[config.mk]
export PLATFORM = sky130hd
export DESIGN_NAME = uart_baud_rate_generator
export DESIGN_NICKNAME = d
export VERILOG_FILES = /design/src/inc/baud_gen_pkg.sv /design/src/design/overflow_divider.sv /design/src/design/uart_baud_rate_generator.sv
export SDC_FILE = /design/constraint.sdc
export NUM_CORES = 1
export LEC_CHECK = 0
export BUFFER_PORTS_ARGS = -buffer_cell sky130_fd_sc_hd__buf_2
export CORE_MARGIN = 4
export CORE_UTILIZATION = 63
export DETAILED_ROUTE_END_ITERATION = 7
export PLACE_DENSITY = 0.85
export SYNTH_ARGS = -nofsm -noshare
export SYNTH_HDL_FRONTEND = slang
export SYNTH_SLANG_ARGS = --single-unit
[constraint.sdc]
create_clock -name clock -period 3.3 [get_ports clock]
set_input_delay 0.33 -clock clock [delete_from_list [all_inputs] [get_ports clock]]
set_output_delay 0.33 -clock clock [all_outputs]
set_load 0.05 [all_outputs]
[src/inc/baud_gen_pkg.sv]
`default_nettype none
package baud_gen_pkg;

	// ----------------------------------------------------------------
	// Serial modes
	// ----------------------------------------------------------------
	typedef enum logic [1:0]
	{
		MODE_SHIFT = 2'h0,
		MODE_8BIT_VAR = 2'h1,
		MODE_9BIT_FIXED = 2'h2,
		MODE_9BIT_VAR = 2'h3
	} serial_mode_e;

	// ----------------------------------------------------------------
	// Division constants
	// ----------------------------------------------------------------
	localparam int unsigned CORE_CLOCK_HZ = 100_000_000;
	localparam logic [3:0] MODE0_DIVIDE = 4'hC;
	localparam logic [5:0] MODE2_DIVIDE_SLOW = 6'h3F;
	localparam logic [5:0] MODE2_DIVIDE_FAST = 6'h1F;
	localparam logic [3:0] OVERFLOWS_PER_BIT = 4'hF;
	localparam logic [4:0] T1_DIVIDE_SLOW = 5'h1F;
	localparam logic [4:0] T1_DIVIDE_FAST = 5'h0F;
	localparam logic [3:0] T1_PRESCALE = 4'hB;
	localparam logic [7:0] T1_RELOAD_RESET = 8'h00;
	localparam logic [15:0] T2_RELOAD_RESET = 16'h0000;

endpackage : baud_gen_pkg
`default_nettype wire

[src/design/overflow_divider.sv]
`timescale 1ns/1ps
`default_nettype none

module overflow_divider
	import baud_gen_pkg::*;
(
	// Clock and reset
	input  wire logic       clock,
	input  wire logic       reset,
	// Control
	input  wire logic       enable,
	input  wire logic       step,
	input  wire logic [4:0] terminal,
	// Result
	output logic            tick
);

	typedef struct packed
	{
		logic [4:0] count;
		logic       tick;
	} div_state_s;

	div_state_s state;
	div_state_s next_state;

	always_comb
	begin
		next_state = state;
		next_state.tick = 1'b0;
		if (!enable)
		begin
			next_state.count = 5'h00;
		end
		else if (step)
		begin
			if (state.count >= terminal)
			begin
				next_state.count = 5'h00;
				next_state.tick = 1'b1;
			end
			else
			begin
				next_state.count = state.count + 5'h01;
			end
		end
	end

	always_ff @(posedge clock or posedge reset)
	begin
		if (reset)
		begin
			state <= '0;
		end
		else
		begin
			state <= next_state;
		end
	end

	assign tick = state.tick;

endmodule : overflow_divider

`default_nettype wire

[src/design/uart_baud_rate_generator.sv]
// Function
// - Mode 2: core/64, or /32 doubled
// - Modes 1,3 rate from timer overflows
// - Timer 1: overflow times 2^double over 32
// - Timer 1 auto-reload: clock/(12*(256-reload))
// - Timer 2: one bit per 16 overflows
// - Timer 2 counts every two clocks
// - Select bits put timer 2 per direction
// - Timer 2 reloads 16-bit capture value
// - Mode 0 shift clock is core/12
// - Two mode bits select serial mode
`timescale 1ns/1ps
`default_nettype none

module uart_baud_rate_generator
	import baud_gen_pkg::*;
(
	// Clock and reset
	input  wire logic        clock,
	input  wire logic        reset,
	// Mode selection
	input  wire logic        serial_mode_bit_hi,
	input  wire logic        serial_mode_bit_lo,
	input  wire logic        rate_double_bit,
	input  wire logic        tx_timer2_select,
	input  wire logic        rx_timer2_select,
	// Timer 1 source
	input  wire logic        timer1_overflow,
	input  wire logic        timer1_internal_run,
	input  wire logic [7:0]  timer1_reload_byte,
	// Timer 2 reload
	input  wire logic [7:0]  timer2_reload_high,
	input  wire logic [7:0]  timer2_reload_low,
	// Bit ticks to shifters, and timer 2 overflow
	output logic             tx_bit_tick,
	output logic             rx_bit_tick,
	output logic             timer2_overflow
);

	// ----------------------------------------------------------------
	// State
	// ----------------------------------------------------------------
	typedef struct packed
	{
		logic [3:0]  m0_count;
		logic [5:0]  m2_count;
		logic [3:0]  t1_prescale;
		logic [7:0]  t1_count;
		logic        t1_overflow;
		logic        t2_phase;
		logic [15:0] t2_count;
		logic        t2_overflow;
		logic        tx_tick;
		logic        rx_tick;
	} gen_state_s;

	gen_state_s state;
	gen_state_s next_state;

	serial_mode_e mode;
	logic         variable_rate;
	logic         t2_active;
	logic         t1_source;
	logic         t1_step;
	logic         tx_div_tick;
	logic         rx_div_tick;
	logic [4:0]   t1_terminal;
	logic [4:0]   tx_terminal;
	logic [4:0]   rx_terminal;
	logic         tx_step;
	logic         rx_step;

	assign mode = serial_mode_e'({serial_mode_bit_hi, serial_mode_bit_lo});
	assign variable_rate = (mode == MODE_8BIT_VAR) || (mode == MODE_9BIT_VAR);
	assign t2_active = tx_timer2_select || rx_timer2_select;

	// External and internal timer 1 overflows are ORed into one source
	assign t1_source = timer1_overflow || state.t1_overflow;

	// divide by 32, or 16 when doubled
	assign t1_terminal = rate_double_bit ? T1_DIVIDE_FAST : T1_DIVIDE_SLOW;

	// clear select falls back to timer 1
	assign tx_step = tx_timer2_select ? state.t2_overflow : t1_source;
	assign rx_step = rx_timer2_select ? state.t2_overflow : t1_source;
	assign tx_terminal = tx_timer2_select ? {1'b0, OVERFLOWS_PER_BIT}
		: t1_terminal;
	assign rx_terminal = rx_timer2_select ? {1'b0, OVERFLOWS_PER_BIT}
		: t1_terminal;
	assign t1_step = timer1_internal_run
		&& (state.t1_prescale == T1_PRESCALE);

	// ----------------------------------------------------------------
	// Overflow dividers
	// ----------------------------------------------------------------
	// per-direction overflow counting
	overflow_divider tx_divider
	(
		.clock    (clock),
		.reset    (reset),
		.enable   (variable_rate),
		.step     (tx_step),
		.terminal (tx_terminal),
		.tick     (tx_div_tick)
	);

	overflow_divider rx_divider
	(
		.clock    (clock),
		.reset    (reset),
		.enable   (variable_rate),
		.step     (rx_step),
		.terminal (rx_terminal),
		.tick     (rx_div_tick)
	);

	// ----------------------------------------------------------------
	// Next state
	// ----------------------------------------------------------------
	always_comb
	begin
		next_state = state;
		next_state.t1_overflow = 1'b0;
		next_state.t2_overflow = 1'b0;
		next_state.tx_tick = 1'b0;
		next_state.rx_tick = 1'b0;

		if (!timer1_internal_run)
		begin
			next_state.t1_prescale = 4'h0;
			next_state.t1_count = timer1_reload_byte;
		end
		else if (t1_step)
		begin
			next_state.t1_prescale = 4'h0;
			if (state.t1_count == 8'hFF)
			begin
				next_state.t1_count = timer1_reload_byte;
				next_state.t1_overflow = 1'b1;
			end
			else
			begin
				next_state.t1_count = state.t1_count + 8'h01;
			end
		end
		else
		begin
			next_state.t1_prescale = state.t1_prescale + 4'h1;
		end

		// timer 2 steps every second clock
		if (!t2_active)
		begin
			next_state.t2_phase = 1'b0;
			next_state.t2_count = {timer2_reload_high, timer2_reload_low};
		end
		else
		begin
			next_state.t2_phase = !state.t2_phase;
			if (state.t2_phase)
			begin
				if (state.t2_count == 16'hFFFF)
				begin
					next_state.t2_count =
						{timer2_reload_high, timer2_reload_low};
					next_state.t2_overflow = 1'b1;
				end
				else
				begin
					next_state.t2_count = state.t2_count + 16'h0001;
				end
			end
		end

		// Fixed-rate prescalers run only in their own mode
		next_state.m0_count = 4'h0;
		next_state.m2_count = 6'h00;
		unique case (mode)
			MODE_SHIFT:
			begin
				if (state.m0_count == MODE0_DIVIDE - 4'h1)
				begin
					next_state.tx_tick = 1'b1;
					next_state.rx_tick = 1'b1;
				end
				else
				begin
					next_state.m0_count = state.m0_count + 4'h1;
				end
			end
			MODE_9BIT_FIXED:
			begin
				if (state.m2_count >= (rate_double_bit
					? MODE2_DIVIDE_FAST : MODE2_DIVIDE_SLOW))
				begin
					next_state.tx_tick = 1'b1;
					next_state.rx_tick = 1'b1;
				end
				else
				begin
					next_state.m2_count = state.m2_count + 6'h01;
				end
			end
			MODE_8BIT_VAR, MODE_9BIT_VAR:
			begin
				next_state.tx_tick = tx_div_tick;
				next_state.rx_tick = rx_div_tick;
			end
		endcase
	end

	always_ff @(posedge clock or posedge reset)
	begin
		if (reset)
		begin
			state <= '{
				t1_count: T1_RELOAD_RESET,
				t2_count: T2_RELOAD_RESET,
				default: '0
			};
		end
		else
		begin
			state <= next_state;
		end
	end

	assign tx_bit_tick = state.tx_tick;
	assign rx_bit_tick = state.rx_tick;
	assign timer2_overflow = state.t2_overflow;

endmodule : uart_baud_rate_generator

`default_nettype wire

==> impl_metrics.env <==
export IMPL_run_status="finished, final reports clean"
export IMPL_required_ns=3.56
export IMPL_endpoint_of_the_lowest_slack_register_to_register_path="state[10]"
export IMPL_first_global_vias=2485
export IMPL_firstDrtPassIters=4
export IMPL_cts_made_buffers=5
export IMPL_crit_path_top_delay_cell="sky130_fd_sc_hd__a31oi_1"
export IMPL_finalWorstPathRequiredPeriod_ns=2.10
export IMPL_timing_worst_setup_path_type="flop to flop"
export IMPL_antenna_diode_count=0
export IMPL_crit_path_end="state[10]"
export IMPL_synthDistinctLibCells=55
export IMPL_initial_antenna_violation_count=0
export IMPL_count_of_maximum_capacitance_violations=0
export IMPL_placed_area_um2=3350
export IMPL_cts_htree_levels=2
export IMPL_final_cell_area_um2=3440
export IMPL_grt_overflow_total=0
export IMPL_powerDensity_nw_per_um2=432
export IMPL_finalNetCount=400
export IMPL_synth_edff_count=0
export IMPL_timing_reg2reg_worst_path_depth=4
export IMPL_grt_use_met3_pct=4.70
export IMPL_startpoint="state[3]"
export IMPL_worstSkewPairLatency_ns=0.32
export IMPL_die_height_um=78.5
export IMPL_grt_met2_usage_pct=35.5
export IMPL_routed_wl_um=6420
export IMPL_drtIter0Drc=138
export IMPL_rows=25
export IMPL_nFillCells=384
export IMPL_flow_area_growth_from_synthesis_pct=9.74
export IMPL_post_cts_setup_buffer_count=0
export IMPL_synth_seq_area_share_pct=43.9
export IMPL_critPathLaunchType="flop"
export IMPL_top_usage_layer="met2"
export IMPL_rsz_0062_raised_after_global_routing="false"
export IMPL_path_cells="ha_1 -> and4_1 -> a31oi_1 -> o221a_2"
export IMPL_pin_count_of_the_biggest_net_entering_global_routing=44
export IMPL_root_buffer="sky130_fd_sc_hd__clkbuf_8"
export IMPL_worst_pin_slew_ns=1.01
export IMPL_synth_ff_latch_count=55
export IMPL_rrSetupSlack_ns=1.20
export IMPL_cts_hold_buf=0
export IMPL_setup_violations=0
export IMPL_critPathArrivalTime_ns=2.36
export IMPL_regToRegStartpoint="state[3]"
export IMPL_final_min_period_over_clock_period_pct=63.7
export IMPL_post_route_skew_ns=0.0118
export IMPL_drive_gt1_share_pct=18.7
export IMPL_floorplan_initialDensity_pct=65.5
export IMPL_finalHoldViolations=0
export IMPL_avgViaCountPerCell=6.25
export IMPL_clockBufferDepth=2
export IMPL_postSynth_topFlopCell="sky130_fd_sc_hd__dfrtp_1"
export IMPL_worst_setup_path_end_kind="flop"
export IMPL_ys_async_sr_fraction_pct=100
export IMPL_cts_sinks=55
export IMPL_antenna_violating_nets_post_route=0
export IMPL_chipWidth_um=78.5
export IMPL_gr_usage_all_layers_pct=22.6
export IMPL_synthesis_instances=327
export IMPL_postSynthAreaPerCell_um2=9.58
export IMPL_worst_ir_drop_vdd_uv=315
export IMPL_grt_first_pass_wirelength_um=11100
export IMPL_worst_hold_path_type="input pin to asynchronous set/reset pin"
export IMPL_route_detailed_drc=0
export IMPL_clk_pin_slew_worst_setup_hold_paths_ns=0.10
export IMPL_yosys_warnings=0
export IMPL_wl_cell_um=15.1
export IMPL_syn_num_nets=370
export IMPL_cts_tree="built"
export IMPL_cp_peak_stage_delay_ns=0.74
export IMPL_crit_fanout=11
export IMPL_detailroute_via_count=2656
export IMPL_syn_area_um2=3130
export IMPL_core_um2=4790
export IMPL_port_buffers=35
export IMPL_achievable_frequency_mhz=476
export IMPL_cts_resized_gates=0
export IMPL_post_dp_hpwl_um=4560
export IMPL_totalNegativeSetupSlack_ns=0
export IMPL_final_max_slew_violation_count=0
export IMPL_dieArea_um2=6170
export IMPL_globalRouteMet1Util_pct=30.2
export IMPL_cellLeakagePower_nw=1.45
export IMPL_io_pin_count=36
export IMPL_max_slew_margin_pct=32.7
export IMPL_gp_congestion=0.876
[critical path, delay by kind of cell, from the launching register on]
kind	cells	cell delay, ns
and+or+nand+nor	1	0.28
adders and majority gates	1	0.26
DFF	1	0.44
AOI/OAI and AO/OA	2	1.06
[metrics by stage]
stage	power [mW]	instances	setup WS, ns	util, %	hold WS [ns]
floorplan	1.04	327	1.50	-	0.400
global placement	1.11	417	1.29	70.0	0.444
detailed placement	1.12	417	1.22	70.0	0.445
CTS	1.50	425	1.20	71.9	0.212
global route	1.58	425	1.02	71.9	0.219
finish	1.49	425	1.20	71.9	0.185
[power by group]
part           switching (mW)  total, mW  internal (mW)
clock                   0.226      0.374          0.148
combinational           0.146      0.273          0.127
sequential             0.0987      0.839          0.740
[layout by cell type, fill, tap and decap left out, drive strengths merged, types with 10 or more instances in the layout]
cell   count
inv       19
nor2      13
nor3      17
ha        10
buf       37
nor2b     11
nand2     23
dfrtp     55
a21oi     13
nand3     21
o21ai     10
nand4     14
[registers in the layout (all words and copies together), names as in the netlist]
name and count:
rx_bit_tick 1, rx_divider.state 5, rx_divider.tick 1, state 40
timer2_overflow 1, tx_bit_tick 1, tx_divider.state 5, tx_divider.tick 1
[synthesized netlist by cell type (all sizes together), types with 5 or more instances]
cell | count | area (um^2)
a21oi | 13 | 65.1
a22o | 5 | 43.8
and3 | 8 | 50.1
clkbuf | 10 | 37.5
dfrtp | 55 | 1380
ha | 10 | 125
inv | 19 | 71.3
nand2 | 23 | 86.3
nand3 | 21 | 105
nand4 | 14 | 103
nor2 | 13 | 48.8
nor2b | 11 | 68.8
nor3 | 17 | 90.1
nor3b | 8 | 60.1
o21ai | 10 | 50.1
o221a | 8 | 90.1
o22a | 5 | 43.8
or3 | 8 | 56.3
[area by class of cell]
type                            count  area, um^2  area share [%]
Multi-Input combinational cell    239        1630            47.4
Sequential cell                    55        1380            40.0
Timing Repair Buffer               37         190            5.53
Tap cell                           67        83.8            2.44
Inverter                           19        71.3            2.07
Clock buffer                        5        68.8            2.00
Clock inverter                      3        20.0           0.582
[cell families after synthesis]
family                     share of synthesized area [%]
DFF                                                 43.9
AOI/OAI and AO/OA                                   18.8
adders and majority gates                           3.99
muxes                                              0.958
buffers and inverters                               4.11
xor gates and xnor gates                            2.24
and+or+nand+nor                                     26.0
[how the worst min path moves through the flow]
stage                                startpoint     endpoint  slack (ns)  cells after the start
after floorplan              serial_mode_bit_hi    state[40]        0.40                      1
after global placement                state[29]    state[29]        0.44                      1
after detailed placement              state[29]    state[29]        0.45                      1
after CTS                                 reset  tx_bit_tick        0.21                      2
after global routing      timer1_reload_byte[2]    state[23]        0.22                      2
final                                     reset    state[42]        0.18                      2
[metal layers]
layer  vias up  share of wire (%)
li1       1293                  -
met1      1263                 45
met2        88                 47
met3        12                6.6
met4         0                1.7
met5         -                  0
No activity file was read; power rests on OpenSTA's default activity.
